[src/cmp_pkg.sv]
package cmp_pkg;
   // Channel count
   localparam int NUM_CH = 2;
   // Register byte addresses
   localparam logic [11:0] OFF_CTRL1 = 12'h000;
   localparam logic [11:0] OFF_CTRL2 = 12'h004;
   localparam logic [11:0] OFF_STAT = 12'h008;
   localparam logic [11:0] OFF_IRQ_STAT = 12'h00C;
   localparam logic [11:0] OFF_IRQ_MASK = 12'h010;
   // Control register field positions
   localparam int CTL_ON = 15;
   localparam int CTL_OE = 14;
   localparam int CTL_INV = 13;
   localparam int CTL_LP = 12;
   localparam int CTL_EVT = 9;
   localparam int CTL_RES = 8;
   localparam int CTL_EDGE_HI = 7;
   localparam int CTL_EDGE_LO = 6;
   localparam int CTL_NONINV = 4;
   localparam int CTL_INVSEL_HI = 1;
   localparam int CTL_INVSEL_LO = 0;
   // Status register field positions
   localparam int ST_IDLE = 15;
   localparam int ST_EVT2 = 9;
   localparam int ST_EVT1 = 8;
   localparam int ST_RES2 = 1;
   localparam int ST_RES1 = 0;
   // Reset values
   localparam logic [15:0] CTRL_RST = 16'h0000;
   localparam logic [15:0] STAT_RST = 16'h0000;
   // Writable bits of a control register (event flag handled apart)
   localparam logic [15:0] CTRL_WMASK = 16'hF0D3;
   // Event selection codes
   typedef enum logic [1:0] {
      EV_NONE = 2'b00,
      EV_RISE = 2'b01,
      EV_FALL = 2'b10,
      EV_ANY = 2'b11
   } edge_sel_t;
   // Per-channel analog controls
   typedef struct packed {
      logic enable;
      logic low_power;
      logic noninv_sel;
      logic [1:0] inv_sel;
   } analog_ctl_t;
endpackage : cmp_pkg

[src/dual_comparator_control.sv]
`timescale 1ns/1ps
`default_nettype none
module dual_comparator_control (
   // Clock and reset
   input wire logic sys_clk,
   input wire logic nrst,
   // AHB-Lite slave
   input wire logic hsel,
   input wire logic [11:0] haddr,
   input wire logic [1:0] htrans,
   input wire logic hwrite,
   input wire logic [2:0] hsize,
   input wire logic [31:0] hwdata,
   input wire logic hready,
   output logic [31:0] hrdata,
   output logic hreadyout,
   output logic hresp,
   // Device power state
   input wire logic cpu_idle,
   // Analog cores
   input wire logic [1:0] raw_result,
   output cmp_pkg::analog_ctl_t analog_ctl [2],
   // Output pins
   output logic [1:0] result_pin,
   output logic [1:0] result_pin_oe,
   // Interrupt
   output logic irq
);
   import cmp_pkg::*;

   logic [15:0] ctrl_q [2];
   logic [15:0] ctrl_d [2];
   logic idle_q, idle_d;
   logic [1:0] evt_q, evt_d;
   logic [1:0] ist_q, ist_d;
   logic [1:0] imask_q, imask_d;
   logic [2:0] sync_q [2];
   logic [2:0] sync_d [2];
   logic [1:0] clean_q, clean_d;
   logic [1:0] adj_prev_q, adj_prev_d;
   logic wr_pend_q, wr_pend_d;
   logic [11:0] wr_addr_q, wr_addr_d;
   logic [31:0] rdata_q, rdata_d;
   logic [1:0] active;
   logic [1:0] adj;
   logic [1:0] hit;
   logic [15:0] stat_word;
   logic take;

   // Channel is live when enabled and not held off by idle stop
   always_comb begin
      for (int i = 0; i < NUM_CH; i++) begin
         active[i] = ctrl_q[i][CTL_ON] & ~(idle_q & cpu_idle);
         analog_ctl[i].enable = active[i];
         analog_ctl[i].low_power = ctrl_q[i][CTL_LP];
         analog_ctl[i].noninv_sel = ctrl_q[i][CTL_NONINV];
         analog_ctl[i].inv_sel = ctrl_q[i][CTL_INVSEL_HI:CTL_INVSEL_LO];
         // Pin sees the raw core output, so its timing is not clock bound
         result_pin[i] = active[i] & (raw_result[i] ^ ctrl_q[i][CTL_INV]);
         result_pin_oe[i] = active[i] & ctrl_q[i][CTL_OE];
      end
   end

   // Three-stage sampling; the filtered level moves when stages two and three agree
   always_comb begin
      for (int i = 0; i < NUM_CH; i++) begin
         sync_d[i] = {sync_q[i][1:0], raw_result[i]};
         clean_d[i] = (sync_q[i][2] == sync_q[i][1]) ? sync_q[i][2] : clean_q[i];
      end
   end

   // Polarity-adjusted result, forced low while the channel is off
   always_comb begin
      for (int i = 0; i < NUM_CH; i++) begin
         adj[i] = active[i] & (clean_q[i] ^ ctrl_q[i][CTL_INV]);
      end
   end

   // Edge detection on the adjusted result, per selected code
   always_comb begin
      for (int i = 0; i < NUM_CH; i++) begin
         adj_prev_d[i] = adj[i];
         case (edge_sel_t'(ctrl_q[i][CTL_EDGE_HI:CTL_EDGE_LO]))
            EV_ANY: hit[i] = adj[i] ^ adj_prev_q[i];
            EV_FALL: hit[i] = ctrl_q[i][CTL_INV] ? (adj[i] & ~adj_prev_q[i])
                                                : (~adj[i] & adj_prev_q[i]);
            EV_RISE: hit[i] = ctrl_q[i][CTL_INV] ? (~adj[i] & adj_prev_q[i])
                                                : (adj[i] & ~adj_prev_q[i]);
            EV_NONE: hit[i] = 1'b0;
            default: hit[i] = 1'b0;
         endcase
         // A set flag masks further triggers
         hit[i] = hit[i] & active[i] & ~evt_q[i];
      end
   end

   // Bus: address phase taken here, write data lands one cycle later
   assign take = hsel & hready & htrans[1];
   assign hreadyout = 1'b1;
   assign hresp = 1'b0;
   assign hrdata = rdata_q;

   // Shared status word
   always_comb begin
      stat_word = STAT_RST;
      stat_word[ST_IDLE] = idle_q;
      stat_word[ST_EVT2] = evt_q[1];
      stat_word[ST_EVT1] = evt_q[0];
      stat_word[ST_RES2] = adj[1];
      stat_word[ST_RES1] = adj[0];
   end

   // Register next state; hardware set beats software clear
   always_comb begin
      wr_pend_d = take & hwrite;
      wr_addr_d = haddr;
      rdata_d = rdata_q;
      idle_d = idle_q;
      imask_d = imask_q;
      ist_d = ist_q;
      evt_d = evt_q;
      for (int i = 0; i < NUM_CH; i++) begin
         ctrl_d[i] = ctrl_q[i];
      end
      if (wr_pend_q) begin
         case (wr_addr_q)
            OFF_CTRL1: begin
               ctrl_d[0] = hwdata[15:0] & CTRL_WMASK;
               evt_d[0] = hwdata[CTL_EVT];
            end
            OFF_CTRL2: begin
               ctrl_d[1] = hwdata[15:0] & CTRL_WMASK;
               evt_d[1] = hwdata[CTL_EVT];
            end
            OFF_STAT: idle_d = hwdata[ST_IDLE];
            OFF_IRQ_STAT: ist_d = ist_q & ~hwdata[1:0];
            OFF_IRQ_MASK: imask_d = hwdata[1:0];
            default: ;
         endcase
      end
      evt_d = evt_d | hit;
      ist_d = ist_d | hit;
      if (take & ~hwrite) begin
         case (haddr)
            OFF_CTRL1: rdata_d = {16'h0000, ctrl_q[0] | ({15'h0000, evt_q[0]} << CTL_EVT)
                                  | ({15'h0000, adj[0]} << CTL_RES)};
            OFF_CTRL2: rdata_d = {16'h0000, ctrl_q[1] | ({15'h0000, evt_q[1]} << CTL_EVT)
                                  | ({15'h0000, adj[1]} << CTL_RES)};
            OFF_STAT: rdata_d = {16'h0000, stat_word};
            OFF_IRQ_STAT: rdata_d = {30'h0, ist_q};
            OFF_IRQ_MASK: rdata_d = {30'h0, imask_q};
            default: rdata_d = 32'h00000000;
         endcase
      end
   end

   // Registers
   always_ff @(posedge sys_clk) begin
      if (!nrst) begin
         for (int i = 0; i < NUM_CH; i++) begin
            ctrl_q[i] <= CTRL_RST;
            sync_q[i] <= 3'h0;
         end
         idle_q <= 1'b0;
         evt_q <= 2'h0;
         ist_q <= 2'h0;
         imask_q <= 2'h0;
         clean_q <= 2'h0;
         adj_prev_q <= 2'h0;
         wr_pend_q <= 1'b0;
         wr_addr_q <= 12'h000;
         rdata_q <= 32'h00000000;
      end else begin
         ctrl_q <= ctrl_d;
         sync_q <= sync_d;
         idle_q <= idle_d;
         evt_q <= evt_d;
         ist_q <= ist_d;
         imask_q <= imask_d;
         clean_q <= clean_d;
         adj_prev_q <= adj_prev_d;
         wr_pend_q <= wr_pend_d;
         wr_addr_q <= wr_addr_d;
         rdata_q <= rdata_d;
      end
   end

   // Level interrupt from unmasked sticky bits
   assign irq = |(ist_q & imask_q);

   // Write strobes per control register, decoded once for the checks below
   logic [1:0] wr_ctrl;
   always_comb begin
      wr_ctrl[0] = wr_pend_q & (wr_addr_q == OFF_CTRL1);
      wr_ctrl[1] = wr_pend_q & (wr_addr_q == OFF_CTRL2);
   end

   // Event flags: a selected edge raises the flag at the next edge
   a_flag_sets: assert property (@(posedge sys_clk) disable iff (!nrst)
      hit[0] |=> evt_q[0])
      else $error("event flag not set");
   a_flag_sets_two: assert property (@(posedge sys_clk) disable iff (!nrst)
      hit[1] |=> evt_q[1])
      else $error("event flag two not set");
   // A standing flag blocks every further trigger
   a_flag_blocks: assert property (@(posedge sys_clk) disable iff (!nrst)
      evt_q[1] |-> !hit[1])
      else $error("trigger while flag set");
   a_flag_blocks_one: assert property (@(posedge sys_clk) disable iff (!nrst)
      evt_q[0] |-> !hit[0])
      else $error("trigger while flag one set");
   // Only software takes a flag down; without a write to its register it stays
   a_flag_sticky: assert property (@(posedge sys_clk) disable iff (!nrst)
      (evt_q[0] && !wr_ctrl[0]) |=> evt_q[0])
      else $error("flag one dropped by itself");
   a_flag_sticky_two: assert property (@(posedge sys_clk) disable iff (!nrst)
      (evt_q[1] && !wr_ctrl[1]) |=> evt_q[1])
      else $error("flag two dropped by itself");
   // A written zero clears; an event in the same cycle wins so none is lost
   a_flag_clear: assert property (@(posedge sys_clk) disable iff (!nrst)
      (wr_ctrl[0] && !hwdata[CTL_EVT] && !hit[0]) |=> !evt_q[0])
      else $error("flag clear ignored");
   a_set_wins: assert property (@(posedge sys_clk) disable iff (!nrst)
      (wr_ctrl[0] && hit[0]) |=> evt_q[0])
      else $error("clear beat a new event");

   // Code 00 stays silent on both channels
   a_none_quiet: assert property (@(posedge sys_clk) disable iff (!nrst)
      (ctrl_q[0][CTL_EDGE_HI:CTL_EDGE_LO] == 2'b00) |-> !hit[0])
      else $error("event with selection off");
   a_none_quiet_two: assert property (@(posedge sys_clk) disable iff (!nrst)
      (ctrl_q[1][CTL_EDGE_HI:CTL_EDGE_LO] == 2'b00) |-> !hit[1])
      else $error("event two with selection off");
   // Code 11: any change counts; stable setup keeps enable edges out of the check
   a_any_change: assert property (@(posedge sys_clk) disable iff (!nrst)
      (ctrl_q[0][CTL_EDGE_HI:CTL_EDGE_LO] == 2'b11 && active[0] && !evt_q[0]
       && $changed(adj[0]) && $stable(active[0]) && $stable(ctrl_q[0])) |=> evt_q[0])
      else $error("any change missed");
   a_any_change_two: assert property (@(posedge sys_clk) disable iff (!nrst)
      (ctrl_q[1][CTL_EDGE_HI:CTL_EDGE_LO] == 2'b11 && active[1] && !evt_q[1]
       && $changed(adj[1]) && $stable(active[1]) && $stable(ctrl_q[1])) |=> evt_q[1])
      else $error("any change two missed");
   // Codes 01 and 10 pick their edge by polarity
   a_rise_code: assert property (@(posedge sys_clk) disable iff (!nrst)
      (ctrl_q[0][CTL_EDGE_HI:CTL_EDGE_LO] == 2'b01 && !ctrl_q[0][CTL_INV] && hit[0]) |-> adj[0])
      else $error("rising code wrong edge");
   a_rise_inverted: assert property (@(posedge sys_clk) disable iff (!nrst)
      (ctrl_q[0][CTL_EDGE_HI:CTL_EDGE_LO] == 2'b01 && ctrl_q[0][CTL_INV] && hit[0]) |-> !adj[0])
      else $error("inverted rising code wrong edge");
   a_fall_code: assert property (@(posedge sys_clk) disable iff (!nrst)
      (ctrl_q[0][CTL_EDGE_HI:CTL_EDGE_LO] == 2'b10 && !ctrl_q[0][CTL_INV] && hit[0]) |-> !adj[0])
      else $error("falling code wrong edge");
   a_fall_inverted: assert property (@(posedge sys_clk) disable iff (!nrst)
      (ctrl_q[0][CTL_EDGE_HI:CTL_EDGE_LO] == 2'b10 && ctrl_q[0][CTL_INV] && hit[0]) |-> adj[0])
      else $error("inverted falling code wrong edge");

   // Disabled channel: core parked, pin released, no events
   a_off_silent: assert property (@(posedge sys_clk) disable iff (!nrst)
      !ctrl_q[0][CTL_ON] |-> (!analog_ctl[0].enable && !result_pin_oe[0] && !hit[0]))
      else $error("disabled channel active");
   a_off_silent_two: assert property (@(posedge sys_clk) disable iff (!nrst)
      !ctrl_q[1][CTL_ON] |-> (!analog_ctl[1].enable && !result_pin_oe[1] && !hit[1]))
      else $error("disabled channel two active");
   // Stop in idle parks all channels; otherwise the enable bits alone rule
   a_idle_stop: assert property (@(posedge sys_clk) disable iff (!nrst)
      (idle_q && cpu_idle) |-> (active == 2'b00))
      else $error("idle stop ignored");
   a_idle_run: assert property (@(posedge sys_clk) disable iff (!nrst)
      !(idle_q && cpu_idle) |-> (active == {ctrl_q[1][CTL_ON], ctrl_q[0][CTL_ON]}))
      else $error("running channel held off");

   // Core setup follows the control bits of its own channel
   a_low_power: assert property (@(posedge sys_clk) disable iff (!nrst)
      (analog_ctl[0].low_power == ctrl_q[0][CTL_LP]) && (analog_ctl[1].low_power == ctrl_q[1][CTL_LP]))
      else $error("low power select lost");
   a_noninv_route: assert property (@(posedge sys_clk) disable iff (!nrst)
      (analog_ctl[0].noninv_sel == ctrl_q[0][CTL_NONINV]) && (analog_ctl[1].noninv_sel == ctrl_q[1][CTL_NONINV]))
      else $error("noninverting source wrong");
   a_inv_route: assert property (@(posedge sys_clk) disable iff (!nrst)
      analog_ctl[0].inv_sel == ctrl_q[0][CTL_INVSEL_HI:CTL_INVSEL_LO])
      else $error("inverting source wrong");
   // Adjusted result and its status copies; a parked channel reads low
   a_result_adjust: assert property (@(posedge sys_clk) disable iff (!nrst)
      adj[0] == (active[0] & (clean_q[0] ^ ctrl_q[0][CTL_INV])))
      else $error("adjusted result wrong");
   a_status_mirror: assert property (@(posedge sys_clk) disable iff (!nrst)
      (stat_word[ST_EVT2] == evt_q[1]) && (stat_word[ST_RES1] == adj[0]))
      else $error("status mirror mismatch");
   a_status_mirror_two: assert property (@(posedge sys_clk) disable iff (!nrst)
      (stat_word[ST_EVT1] == evt_q[0]) && (stat_word[ST_RES2] == adj[1]))
      else $error("status mirror two mismatch");

   // Filter moves only when stages two and three agree, so a one-cycle glitch never lands
   a_sync_agree: assert property (@(posedge sys_clk) disable iff (!nrst)
      (sync_q[0][2] == sync_q[0][1]) |=> (clean_q[0] == $past(sync_q[0][2])))
      else $error("filtered level wrong");
   a_sync_hold: assert property (@(posedge sys_clk) disable iff (!nrst)
      (sync_q[0][2] != sync_q[0][1]) |=> (clean_q[0] == $past(clean_q[0])))
      else $error("filtered level moved early");
   a_sync_agree_two: assert property (@(posedge sys_clk) disable iff (!nrst)
      (sync_q[1][2] == sync_q[1][1]) |=> (clean_q[1] == $past(sync_q[1][2])))
      else $error("filtered level two wrong");
   // Pin carries the raw result, so it may lead the flag by a few cycles
   a_pin_polarity: assert property (@(posedge sys_clk) disable iff (!nrst)
      active[1] |-> (result_pin[1] == (raw_result[1] ^ ctrl_q[1][CTL_INV])))
      else $error("pin polarity wrong");
   a_pin_polarity_one: assert property (@(posedge sys_clk) disable iff (!nrst)
      active[0] |-> (result_pin[0] == (raw_result[0] ^ ctrl_q[0][CTL_INV])))
      else $error("pin one polarity wrong");
   a_pin_drive: assert property (@(posedge sys_clk) disable iff (!nrst)
      !ctrl_q[1][CTL_OE] |-> !result_pin_oe[1])
      else $error("pin driven while drive off");
   a_pin_drive_one: assert property (@(posedge sys_clk) disable iff (!nrst)
      !ctrl_q[0][CTL_OE] |-> !result_pin_oe[0])
      else $error("pin one driven while drive off");

   // Interrupt: an event raises the sticky bit, and the line if it is unmasked
   a_irq_follows: assert property (@(posedge sys_clk) disable iff (!nrst)
      (hit[0] && imask_q[0] && !(wr_pend_q && wr_addr_q == OFF_IRQ_MASK)) |=> irq)
      else $error("interrupt line missed");
   a_ist_sets: assert property (@(posedge sys_clk) disable iff (!nrst)
      hit[1] |=> ist_q[1])
      else $error("interrupt status two missed");
   a_ist_sets_one: assert property (@(posedge sys_clk) disable iff (!nrst)
      hit[0] |=> ist_q[0])
      else $error("interrupt status one missed");
   // Bus: zero wait, always OKAY, upper half reads zero, writes land masked
   a_bus_okay: assert property (@(posedge sys_clk) disable iff (!nrst)
      hreadyout && !hresp)
      else $error("bus answer not okay");
   a_upper_zero: assert property (@(posedge sys_clk) disable iff (!nrst)
      hrdata[31:16] == 16'h0000)
      else $error("upper read half not zero");
   a_write_lands: assert property (@(posedge sys_clk) disable iff (!nrst)
      wr_ctrl[0] |=> (ctrl_q[0] == ($past(hwdata[15:0]) & CTRL_WMASK)))
      else $error("control write lost");

   // Main scenarios: events on each channel, interrupt, idle stop, flag clear
   c_event_ch1: cover property (@(posedge sys_clk) disable iff (!nrst) hit[0]);
   c_event_ch2: cover property (@(posedge sys_clk) disable iff (!nrst) hit[1]);
   c_irq: cover property (@(posedge sys_clk) disable iff (!nrst) irq);
   c_idle: cover property (@(posedge sys_clk) disable iff (!nrst) idle_q && cpu_idle);
   c_flag_cleared: cover property (@(posedge sys_clk) disable iff (!nrst)
      wr_ctrl[0] && evt_q[0] && !hwdata[CTL_EVT]);
endmodule : dual_comparator_control
`default_nettype wire

[config.mk]
export PLATFORM = sky130hd
export DESIGN_NAME = dual_comparator_control
export DESIGN_NICKNAME = d
export VERILOG_FILES = /design/src/cmp_pkg.sv /design/src/dual_comparator_control.sv
export SDC_FILE = /design/constraint.sdc
export NUM_CORES = 1
export LEC_CHECK = 0
export ABC_AREA = 1
export BUFFER_PORTS_ARGS = -buffer_cell sky130_fd_sc_hd__buf_2
export CORE_ASPECT_RATIO = 1.2
export CORE_MARGIN = 5
export CORE_UTILIZATION = 30
export CTS_BUF_LIST = sky130_fd_sc_hd__clkbuf_2 sky130_fd_sc_hd__clkbuf_4 sky130_fd_sc_hd__clkbuf_8
export DETAILED_ROUTE_END_ITERATION = 16
export GPL_ROUTABILITY_DRIVEN = 0
export SYNTH_ARGS = -nofsm -noshare
export SYNTH_HDL_FRONTEND = slang
export SYNTH_SLANG_ARGS = --single-unit
[constraint.sdc]
create_clock -name sys_clk -period 4.3 [get_ports sys_clk]
set_input_delay 0.645 -clock sys_clk [delete_from_list [all_inputs] [get_ports sys_clk]]
set_output_delay 0.645 -clock sys_clk [all_outputs]
set_load 0.03 [all_outputs]
# [After elaboration in Yosys (flattened, before gate mapping)]
# Index checks and enable logic that the tools add are counted.
[word_totals] reg_bits=80 input_bits=57 output_inout_bits=49
[classes] n_eq_ne=16 muxes=12 bitwise=44 reduce_logical=9
[ops] op="$pmux W16 S5" count=1
[ops] op="$eq A12 B4 Y1 const B" count=4
[ops] op="$or A16 B10 Y16" count=2
[ops] op="$or A16 B9 Y16" count=2
[ops] op="$eq A12 B3 Y1 const B" count=2
[ops] op="$eq A12 B5 Y1 const B" count=2
[ops] op="$logic_not A12 Y1" count=2
[ops] op="$and A1 B1 Y1" count=21
[ops] op="$eq A2 B2 Y1 const B" count=4
[ops] op="$not A1 Y1" count=8
[ops] op="$pmux W1 S4" count=2
[ops] op="$reduce_and A2 Y1" count=4
[ops] op="$mux W1" count=6
[ops] op="$mux W2" count=3
[ops] op="$xor A1 B1 Y1" count=6
[ops] op="$and A2 B2 Y2" count=2
[ops] op="$eq A2 B1 Y1 const B" count=2
[ops] op="$logic_not A2 Y1" count=2
[ops] op="$or A2 B2 Y2" count=2
[ops] op="$eq A1 B1 Y1" count=2
[ops] op="$not A2 Y2" count=1
[ops] op="$reduce_or A2 Y1" count=1

# [Logic depth before layout (Yosys ltp)]
# Gate-level depths: netlist (run 1).
[depth] ltp_word=11 ltp_mapped=15 mapped_depth_nobuf=14

# [Worst setup path before layout (run 1)]
# No wires, ideal clock.
[synth_timing] path_kind="input to output" startpoint="input cpu_idle" endpoint="output result_pin[0]" arrival_ps=1237 t_required_ps=3655 path_slack_ps=2418 path_stages=3 path_buffers=0 cell_sequence="nand2_1 -> nand2_1 -> nor2_1"
[synth_via] elab_chain_cells=4
[synth_lines] element="start: declaration" line="dual_comparator_control.sv:19" rtl="input wire logic cpu_idle,"
[synth_lines] element="$and A1 B1 Y1" line="dual_comparator_control.sv:53" rtl="active[i] = ctrl_q[i][CTL_ON] & ~(idle_q & cpu_idle);"
[synth_lines] element="$not A1 Y1" line="dual_comparator_control.sv:53"
[synth_lines] element="$and A1 B1 Y1" line="dual_comparator_control.sv:53"
[synth_lines] element="$and A1 B1 Y1" line="dual_comparator_control.sv:59" rtl="result_pin[i] = active[i] & (raw_result[i] ^ ctrl_q[i][CTL_INV]);"
[synth_lines] element="end: declaration" line="dual_comparator_control.sv:24" rtl="output logic [1:0] result_pin,"
# No other way between the ends.

# [Final worst setup path (run 1)]
[layout_timing] startpoint="input cpu_idle" endpoint="register evt_q[1]"
[layout_via] elab_chain_cells=11 word_cells_on_any_way=14
[layout_lines] element="$and A1 B1 Y1 (*)" line="dual_comparator_control.sv:53"
[layout_lines] element="$not A1 Y1 (*)" line="dual_comparator_control.sv:53"
[layout_lines] element="$and A1 B1 Y1 (*)" line="dual_comparator_control.sv:53"
[layout_lines] element="$and A1 B1 Y1" line="dual_comparator_control.sv:75" rtl="adj[i] = active[i] & (clean_q[i] ^ ctrl_q[i][CTL_INV]);"
[layout_lines] element="$not A1 Y1" line="dual_comparator_control.sv:86, dual_comparator_control.sv:87"
[layout_lines] element="$and A1 B1 Y1" line="dual_comparator_control.sv:86, dual_comparator_control.sv:87"
[layout_lines] element="$mux W1, on equally long branches" line="dual_comparator_control.sv:87, dual_comparator_control.sv:85"
[layout_lines] element="$pmux W1 S4" line="dual_comparator_control.sv:83" rtl="case (edge_sel_t'(ctrl_q[i][CTL_EDGE_HI:CTL_EDGE_LO]))"
[layout_lines] element="$and A1 B1 Y1 (*) (2 in series)" line="dual_comparator_control.sv:93" rtl="hit[i] = hit[i] & active[i] & ~evt_q[i];"
[layout_lines] element="$or A2 B2 Y2 (*)" line="dual_comparator_control.sv:141" rtl="evt_d = evt_d | hit;"
[layout_lines] element="end signal: assignment" line="dual_comparator_control.sv:177" rtl="evt_q <= evt_d;"
[layout_lines] element="end: declaration" line="dual_comparator_control.sv:34" rtl="logic [1:0] evt_q, evt_d;"
# Mark *: on every way between the ends. The rest lies on a longest branch, timed or not.
# A chain may end at the register's enable or synchronous reset.

==> results_dict.tcl, run 1 <==
set metrics [dict create \
    synth_cells 418 \
    final_hold_viol_count 0 \
    cp-startpoint "cpu_idle" \
    wirelength_mm 7.168 \
    area.growth.synth_to_final_pct 13.71 \
    dr_total_vias 2630 \
    rsz0062_at_grt "false" \
    area_share_of_the_largest_cell_type_after_synthesis_pct 39.93 \
    postSynthRegisterBits 59 \
    dieHeight_um 118.8 \
    yosysWarnings 0 \
    synth_seq_area_share_pct 39.93 \
    core_area_mm2 0.009564 \
    clock-skew-final_ps 9.005 \
    final_common_cell "nand2_1" \
    synth_cell_type_count 33 \
    portBuffers 56 \
    floorplan.io_pins 106 \
    worstHoldStart "sync_d[1]$_SDFF_PN0_" \
    fmax_mhz 490.5 \
    post_drt_wl_per_cell_um 12.15 \
    synth_area_leader_cell "dfxtp_1" \
    nFillCells 1067 \
    grt_first_pass_wirelength_mm 11.87 \
    cts_tree "built" \
    post_synth.cell_area_avg_um2 7.076 \
    route.antenna.remaining_nets 0 \
    timing.final.crit_share_pct 47.41 \
    grt_max_degree 48 \
    worst-slew-pin-transition_ps 784.0 \
    post_cts.resized_instances 0 \
    fin_hold_ws_ps 410.6 \
    setup_failing_eps_final 0 \
    timing.max_slew.rel_slack_pct 47.74 \
    setup_total_negative_slack_ps 0 \
    cts_buffer_depth 2 \
    clock_pin_slew_worst_setup_and_hold_paths_ps 60 \
    max_cap_violations 0 \
    power_density_mw_per_mm2 340.9 \
    via_per_inst 4.458 \
    dp.final_hpwl_mm 5.339 \
    clk_latency_ps 340 \
    die_width_um 100.6 \
    syn-cell-area_mm2 0.002958 \
    status "finished, final reports clean" \
    cts_hold_buffers 0 \
    path_class "primary input to flop" \
    detailedRoute.firstIterationViolations 89 \
    worst_ep_arrival_time_ps 2270 \
    clock_sinks 59 \
    number_of_antenna_violations_at_the_first_check_in_global_routing 0 \
    layout-drive-gt1-share_pct 18.84 \
    ctsHtreeMaxLevel 3 \
    first_global_vias 2541 \
    drc_errors 0 \
    std_cell_rows 39 \
    leakagePower_uw 0.001583 \
    initial_utilization_pct 30.93 \
    design.die.area_mm2 0.01195 \
    finalNetCount 524 \
    cell_chosen_for_the_clock_root "clkbuf_8" \
    slew_limit_fails 0 \
    number_of_iterations_in_the_first_detailed_routing_pass 4 \
    final_cell_mix "73 x nand2_1, 59 x dfxtp_1, 58 x inv_1" \
    total_cts_buffers 9 \
    vdd_ir_drop_max_mv 0.1279 \
    hold_path.class "flop to flop" \
    antenna_cells 0 \
    synth.area.top_cells "dfxtp_1 40%, nand2_1 9.3%, buf_4 7.9%" \
    crit_path_end_kind "flop" \
    critPathLaunchType "primary input" \
    critical_path.reg2reg.startpoint "ctrl_q[13]$_SDFFE_PN0P_" \
    critical_path_required_time_ps 4530 \
    worstPathMaxFanout 5 \
    final.min_clock_period_ps 2039 \
    globalRoute.totalOverflow 0 \
    post_cts_setup_bufs 0 \
    gr-usage-all-layers_pct 12.52 \
]
-- Yosys cell counts --
master	number
o211ai_1	4
nor3_4	1
buf_4	31
nand3b_1	1
inv_2	2
nor2_1	40
nand3_2	1
nor4_1	2
nor2_2	4
o21ai_0	24
nand2_1	73
buf_1	3
o21ai_2	1
clkbuf_1	4
ha_1	4
nor3_2	1
inv_1	58
nor3_1	1
nor2_4	2
dfxtp_1	59
nand3_1	39
clkinv_1	1
a21oi_1	35
buf_2	4
xnor2_1	2
conb_1	2
buf_6	2
nand2_4	2
nand4_1	2
nand2_2	1
a21oi_2	1
a22o_1	1
o21ai_1	10
-- report_power, final --
part / total (uW) / switching [uW] / internal, uW
Combinational: 95.9 / 71.4 / 24.5
Clock: 489 / 207 / 282
Sequential: 561 / 5.31 / 556
-- critical path: stages --
cell      delay (ps)
buf_2            110
nand2_1           70
nand2_1          160
nor2_1           350
inv_1            100
ha_1             210
inv_1             60
nand2_1           50
o211ai_1          90
nand3_1          110
nand3_1          130
nand3_1           80
nand2_1           60
inv_1             40
-- final timing paths --
| path | slack (ps) | cells after the start | end |
|---|---|---|---|
| worst min-delay path | 410 | 2 | sync_d[2]$_SDFF_PN0_ |
| worst min register to register | 410 | 2 | sync_d[2]$_SDFF_PN0_ |
| worst max register to register | 2330 | 14 | evt_q[1]$_SDFF_PN0_ |
| worst max-delay path | 2260 | 14 | evt_q[1]$_SDFF_PN0_ |
-- state kept, by name, indices dropped and copies added (netlist names) --
register	count
adj_prev_q	2
analog_ctl	8
clean_q	2
ctrl_q	10
evt_q	2
hrdata	11
idle_q	1
imask_q	2
ist_q	2
sync_d	4
sync_q	2
wr_addr_q	12
wr_pend_q	1
-- per-stage QoR --
step / setup WS [ps] / total power [uW] / area (um2) / instances / util [%]
after global routing: 2019 / 1199 / 3363 / 590 / 35.16
final: 2261 / 1147 / 3363 / 590 / 35.16
after detailed placement: 1891 / 669.2 / 3177 / 575 / 33.22
after CTS: 2256 / 1163 / 3363 / 590 / 35.16
after floorplan: 2418 / 656.7 / 3037 / 439 / -
after global placement: 1956 / 667.9 / 3177 / 575 / 33.22
-- cells by family (layout without fill, tap and decap cells) --
group	count (synthesis)	after routing	synth area share (%)
other cells	2	23	0.2539
flops	59	59	39.93
fa+ha+maj	4	4	1.692
buf+inv	105	133	17.94
compound gates	76	76	13.58
simple gates	170	170	26.01
xor+xnor	2	2	0.5923
-- cell type report --
| cell class | count | area [um2] | area share (%) |
|---|---|---|---|
| repair buffers | 57 | 287.8 | 8.557 |
| inverters | 61 | 229.0 | 6.808 |
| well taps | 123 | 153.9 | 4.576 |
| flip-flops and latches | 59 | 1181 | 35.12 |
| clock inverters | 3 | 40.04 | 1.190 |
| clock buffers | 12 | 146.4 | 4.353 |
| multi-input cells | 275 | 1325 | 39.40 |
-- metal layers --
layer | up-vias | wire, um | track usage (%) | share of wire (%)
li1 | 1362 | - | - | -
met1 | 1175 | 3159 | 15.47 | 44
met2 | 86 | 3357 | 20.18 | 47
met3 | 7 | 558 | 4.420 | 7.8
met4 | 0 | 93 | 4.044 | 1.3
met5 | - | 0 | 0 | 0
(Power assumes the default switching activity.)
==> inputs of run 2 (changes only) <==
==> constraint.sdc (replaced) <==
create_clock -name sys_clk -period 1.9 [get_ports sys_clk]
set_input_delay 0.285 -clock sys_clk [delete_from_list [all_inputs] [get_ports sys_clk]]
set_output_delay 0.285 -clock sys_clk [all_outputs]
set_load 0.03 [all_outputs]
==> run 2 against run 1 <==
Net effect:
- clock-buffer cell count rose by 1
- combinational power increased by 130%
- via count up 0.34%
- utilization increased by 0.76 points
- critical path depth fell by 1
- sequential power increased by 130%
- hold slack got worse by 280 ps
==> results_dict.tcl, run 2 (synthesized netlist as in run 1, its figures left out) <==
set metrics [dict create \
    status "finished, final reports clean" \
    crit_path_end_kind "flop" \
    net-switching-power_uw 642.3 \
    floorplan.io_pins 106 \
    clk_latency_ps 340 \
    power_frac_seq_pct 51.1 \
    internal_power_uw 1845 \
    rsz0062_at_grt "false" \
    number_of_antenna_violations_at_the_first_check_in_global_routing 0 \
    fin_hold_ws_ps 133.8 \
    cp-startpoint "idle_q$_SDFFE_PN0P_" \
    cell_chosen_for_the_clock_root "clkbuf_8" \
    die_width_um 100.6 \
    first_global_vias 2458 \
    path_common_cell "nand2_1" \
    area.growth.synth_to_final_pct 16.16 \
    grt_first_pass_wirelength_mm 11.82 \
    critical_path_buf_inv_count 3 \
    cts_buffer_depth 2 \
    slew_limit_fails 0 \
    globalRoute.totalOverflow 0 \
    max_cap_violations 0 \
    clock_pin_slew_worst_setup_and_hold_paths_ps 60 \
    final_common_cell "nand2_1" \
    worst_ep_arrival_time_ps 1880 \
    critical_path_required_time_ps 2140 \
    dr_total_vias 2639 \
    via_per_inst 4.391 \
    post_drt_wl_per_cell_um 12.09 \
    power.clock.fraction_pct 39.9 \
    critical_path.reg2reg.startpoint "idle_q$_SDFFE_PN0P_" \
    clock_sinks 59 \
    dieHeight_um 118.8 \
    final.min_clock_period_ps 1639 \
    post_cts_setup_bufs 0 \
    power.share.combinational_pct 9.0 \
    wirelength_mm 7.264 \
    gr-usage-all-layers_pct 12.43 \
    crit_slowest_cell "dfxtp_1" \
    setup_total_negative_slack_ps 0 \
    dp.final_hpwl_mm 5.555 \
    layout.core_utilization_pct 35.92 \
    vdd_ir_drop_max_mv 0.2815 \
    swShare_pct 25.82 \
    portBuffers 56 \
    cts_tree "built" \
    total_cts_buffers 9 \
    hold_path.class "primary input to flop" \
    global_route.peak_usage_layer "met2" \
    clock-skew-final_ps 5.511 \
    total_power_uw 2487 \
    layout-drive-gt1-share_pct 21.13 \
    worstPathMaxFanout 3 \
    critPathLaunchType "flop" \
    final_cell_mix "73 x nand2_1, 58 x inv_1, 57 x dfxtp_1" \
    grt_max_degree 36 \
    use_met2_pct 20.14 \
    final_hold_viol_count 0 \
    globalRouteMet1Util_pct 15.49 \
    largest_register_ffs 12 \
    initial_utilization_pct 30.93 \
    power_density_mw_per_mm2 723.9 \
    finalNetCount 534 \
    crit_chain "nand2_1 > nand2_1 > nor2_1 > buf_4 > ha_1 > inv_1 > nand2_1 > o211ai_1 > nand3_1 > nand3_1 > nand3_1 > nand2_1 > inv_1" \
    detailedRoute.firstIterationViolations 96 \
    number_of_iterations_in_the_first_detailed_routing_pass 5 \
    timing.final.crit_share_pct 86.24 \
    cts_hold_buffers 0 \
    use_met3_pct 3.477 \
    drc_errors 0 \
    route.antenna.remaining_nets 0 \
    cpPeakStageDelay_ps 380 \
    ctsHtreeMaxLevel 3 \
    design.die.area_mm2 0.01195 \
    path_class "flop to flop" \
    antenna_cells 0 \
    fmax_mhz 610.3 \
    setup_failing_eps_final 0 \
    worstHoldStart "haddr[0]" \
    critical-path-top-delay-family "simple AND/OR/NAND/NOR gates" \
    std_cell_rows 39 \
    regMostFlops "wr_addr_q" \
    core_area_mm2 0.009564 \
    leakagePower_uw 0.001634 \
]
run 2: cell types whose count changed in the layout (fill, tap and decap cells not counted):
cell / change
dfxtp_1: -2
clkinv_2: +1
buf_4: +9
dfxtp_2: +2
clkbuf_4: +1
buf_12: +1
bufinv_16: -1
run 2: cell type report:
cell class                      instances  area (um2)
Clock inverter                          3       15.01
Multi-Input combinational cell        275        1325
Inverter                               61       229.0
Tap cell                              123       153.9
Fill cell                            1071        6128
Timing Repair Buffer                   67       375.4
Sequential cell                        59        1184
Clock buffer                           13       153.9
run 2: stage by stage:
stage	cell area (um2)	setup WS, ps	instances
floorplan	3037	305.8	439
global placement	3264	194.6	585
detailed placement	3264	164.3	585
CTS	3433	149.8	601
global route	3436	78.47	601
finish	3436	261.4	601
run 2: path summary, 6_finish.rpt:
path                                                end  slack (ps)  depth (start not counted)
worst max-delay path                evt_q[1]$_SDFF_PN0_         260                         13
worst min-delay path            wr_addr_q[0]$_SDFF_PN0_         130                          3
worst max register to register      evt_q[1]$_SDFF_PN0_         260                         13
worst min register to register     sync_d[5]$_SDFF_PN0_         410                          2
run 2: power by group through the flow:
stage,clock network [uW],registers (uW),logic (uW)
2_1_floorplan,0,1300,188
3_3_place_gp,0,1300,222
3_5_place_dp,0,1300,225
4_1_cts,1030,1270,225
5_1_grt,1080,1270,251
6_report,992,1270,225
run 2: timing repair:
action / 4_1_cts / 5_1_grt
endpoints found under the setup margin: 0 / 2
hold endpoints to repair: 0 / 0
gates resized for setup: 0 / 2
run 2: per-layer routing:
layer | part of all wire [%] | wire length [um]
met1 | 42 | 3085
met2 | 48 | 3512
met3 | 7.8 | 569
met4 | 1.3 | 96
met5 | 0 | 0
run 2: tightest hold or removal path, stage by stage:
cell     delay (ps)
buf_2            80
nand2_1          40
inv_1            40
==> inputs of run 3 (changes only) <==
--- a/config.mk
+++ b/config.mk
@@ -6,8 +6,8 @@
 export NUM_CORES = 1
 export LEC_CHECK = 0
 export ABC_AREA = 1
-export BUFFER_PORTS_ARGS = -buffer_cell sky130_fd_sc_hd__buf_2
-export CORE_ASPECT_RATIO = 1.2
+export BUFFER_PORTS_ARGS = -buffer_cell sky130_fd_sc_hd__buf_4
+export CORE_ASPECT_RATIO = 2
 export CORE_MARGIN = 5
 export CORE_UTILIZATION = 30
 export CTS_BUF_LIST = sky130_fd_sc_hd__clkbuf_2 sky130_fd_sc_hd__clkbuf_4 sky130_fd_sc_hd__clkbuf_8
==> run 3 against run 2 <==
Net effect:
- global-route usage grew 0.86 points
- sequential cell count is the same
- clock power shrank 0.4%
- clock-buffer cell count shrank 1
- sequential power is essentially flat
- largest cell class unchanged
- register-to-register slack lost 60 ps
- design area grew 4.0%
- setup slack lost 57 ps
- critical path type unchanged
- die area grew 0.94%
- combinational power grew 7%
- final cell count grew 1.3%
==> results_dict.tcl, run 3 (synthesized netlist as in run 1, its figures left out) <==
set metrics [dict create \
    fin_ws_ps 204.1 \
    gr-usage-all-layers_pct 13.29 \
    area_of_the_multi_input_gates_mm2 0.001325 \
    max_cap_violations 0 \
    critical-path-top-delay-family "simple AND/OR/NAND/NOR gates" \
    dr_total_vias 2701 \
    clock-skew-final_ps 8.015 \
    vdd_ir_drop_max_mv 0.3606 \
    number_of_iterations_in_the_first_detailed_routing_pass 4 \
    final_cell_mix "73 x nand2_1, 67 x buf_4, 58 x inv_1, 58 x dfxtp_1, 40 x nor2_1" \
    initial_utilization_pct 30.50 \
    critical_path_buf_inv_count 4 \
    wirelength_mm 7.463 \
    finalNetCount 534 \
    area.growth.synth_to_final_pct 20.85 \
    hold_path.class "primary input to flop" \
    via_per_inst 4.435 \
    status "finished, final reports clean" \
    die_width_um 80.21 \
    cpPeakStageDelay_ps 390 \
    setup_total_negative_slack_ps 0 \
    portBuffers 56 \
    regMostFlops "wr_addr_q" \
    std_cell_rows 51 \
    crit_path_end_kind "flop" \
    first_global_vias 2596 \
    post_cts_setup_bufs 0 \
    final_hold_viol_count 0 \
    power_frac_seq_pct 50.8 \
    leakagePower_uw 0.001650 \
    number_of_antenna_violations_at_the_first_check_in_global_routing 0 \
    crit_chain "inv_2 > nand2_1 > nand2_1 > nor2_1 > inv_1 > ha_1 > inv_1 > nand2_1 > o211ai_1 > nand3_1 > nand3_1 > nand3_1 > nand2_1 > inv_1" \
    reg2reg_depth 14 \
    cts_tree "built" \
    layout.area.seq_mm2 0.001185 \
    holdPathStages 3 \
    dp.final_hpwl_mm 5.996 \
    critical_path_required_time_ps 2140 \
    critPathLaunchType "flop" \
    cell_chosen_for_the_clock_root "clkbuf_8" \
    internal_power_uw 1857 \
    worstPathMaxFanout 7 \
    post_cts.resized_instances 0 \
    dieHeight_um 150.4 \
    setup_failing_eps_final 0 \
    crit_slowest_cell "dfxtp_4" \
    largest_register_ffs 12 \
    final_common_cell "nand2_1" \
    power.share.combinational_pct 9.6 \
    cts_hold_buffers 0 \
    worst_ep_arrival_time_ps 1940 \
    clock_sinks 59 \
    final.min_clock_period_ps 1696 \
    grt_max_degree 35 \
    drc_errors 0 \
    grt_first_pass_wirelength_mm 12.09 \
    rsz0062_at_grt "false" \
    post_drt_wl_per_cell_um 12.25 \
    core_area_mm2 0.009699 \
    route.antenna.remaining_nets 0 \
    total_cts_buffers 9 \
    path_common_cell "nand2_1" \
    nFillCells 1066 \
    timing.final.crit_share_pct 89.26 \
    design.die.area_mm2 0.01207 \
    floorplan.io_pins 106 \
    power.clock.fraction_pct 39.6 \
    ctsHtreeMaxLevel 3 \
    preCtsSetupSlack_ps 41.00 \
    swShare_pct 25.61 \
    clk_latency_ps 340 \
    power_density_mw_per_mm2 698.4 \
    layout-drive-gt1-share_pct 20.75 \
    cts_buffer_depth 2 \
    antenna_cells 0 \
    globalRoute.totalOverflow 0 \
    fmax_mhz 589.6 \
    path_class "flop to flop" \
    net-switching-power_uw 639.3 \
    path_depth 14 \
    slew_limit_fails 0 \
    detailedRoute.firstIterationViolations 160 \
    clock_pin_slew_worst_setup_and_hold_paths_ps 70 \
]
-- run 3: cell count changes in the layout (fill, tap and decap cells not counted) --
cell      previous run  this run
buf_12               1         0
dfxtp_2              2         0
dfxtp_1             57        58
clkbuf_8             9        10
dfxtp_4              0         1
buf_4               10        67
buf_2               56         0
clkbuf_4             4         2
-- run 3: layout make-up --
type / instances / share of cell area, %
Inverter: 61 / 6.405
Multi-Input combinational cell: 275 / 37.07
Clock inverter: 3 / 0.4200
Sequential cell: 59 / 33.15
Timing Repair Buffer: 67 / 14.07
Tap cell: 132 / 4.620
Clock buffer: 12 / 4.270
-- run 3: layer usage --
metal  up-vias  routed length [um]  global-route usage, %
met3        16                 421                  3.353
met2        84                4053                  24.42
li1       1377                   -                      -
met5         -                   0                      0
met4         0                 226                  7.276
met1      1224                2762                  13.23
-- run 3: final timing paths --
check	endpoint	slack, ps	start
setup / recovery	evt_q[1]$_SDFF_PN0_	200	ctrl_q[13]$_SDFFE_PN0P_
hold / removal	wr_addr_q[1]$_SDFF_PN0_	130	haddr[1]
setup reg to reg	evt_q[1]$_SDFF_PN0_	200	ctrl_q[13]$_SDFFE_PN0P_
hold reg to reg	sync_d[5]$_SDFF_PN0_	420	sync_d[4]$_SDFF_PN0_
-- run 3: power by group through the flow --
stage | Sequential (uW) | Clock (uW) | Combinational, uW
floorplan | 1300 | 0 | 188
global placement | 1300 | 0 | 237
detailed placement | 1300 | 0 | 240
CTS | 1270 | 1030 | 240
global route | 1270 | 1100 | 263
finish | 1270 | 988 | 240
-- run 3: worst reg2reg max path: stages, from the launching register on --
cell and delay (ps):
dfxtp_4 390, inv_2 60, nand2_1 50, nand2_1 60
nor2_1 120, inv_1 70, ha_1 190, inv_1 60
nand2_1 50, o211ai_1 90, nand3_1 130, nand3_1 140
nand3_1 80, nand2_1 60, inv_1 40
-- run 3: through the flow --
stage,instances,hold slack [ps],total power [uW],utilization (%),instance area (um2)
finish,609,125.2,2497,36.86,3575
global route,609,115.9,2631,36.86,3575
detailed placement,594,405.8,1538,35.09,3403
CTS,609,107.2,2542,36.82,3571
floorplan,439,378.5,1486,-,3037
global placement,594,393.4,1534,35.09,3403
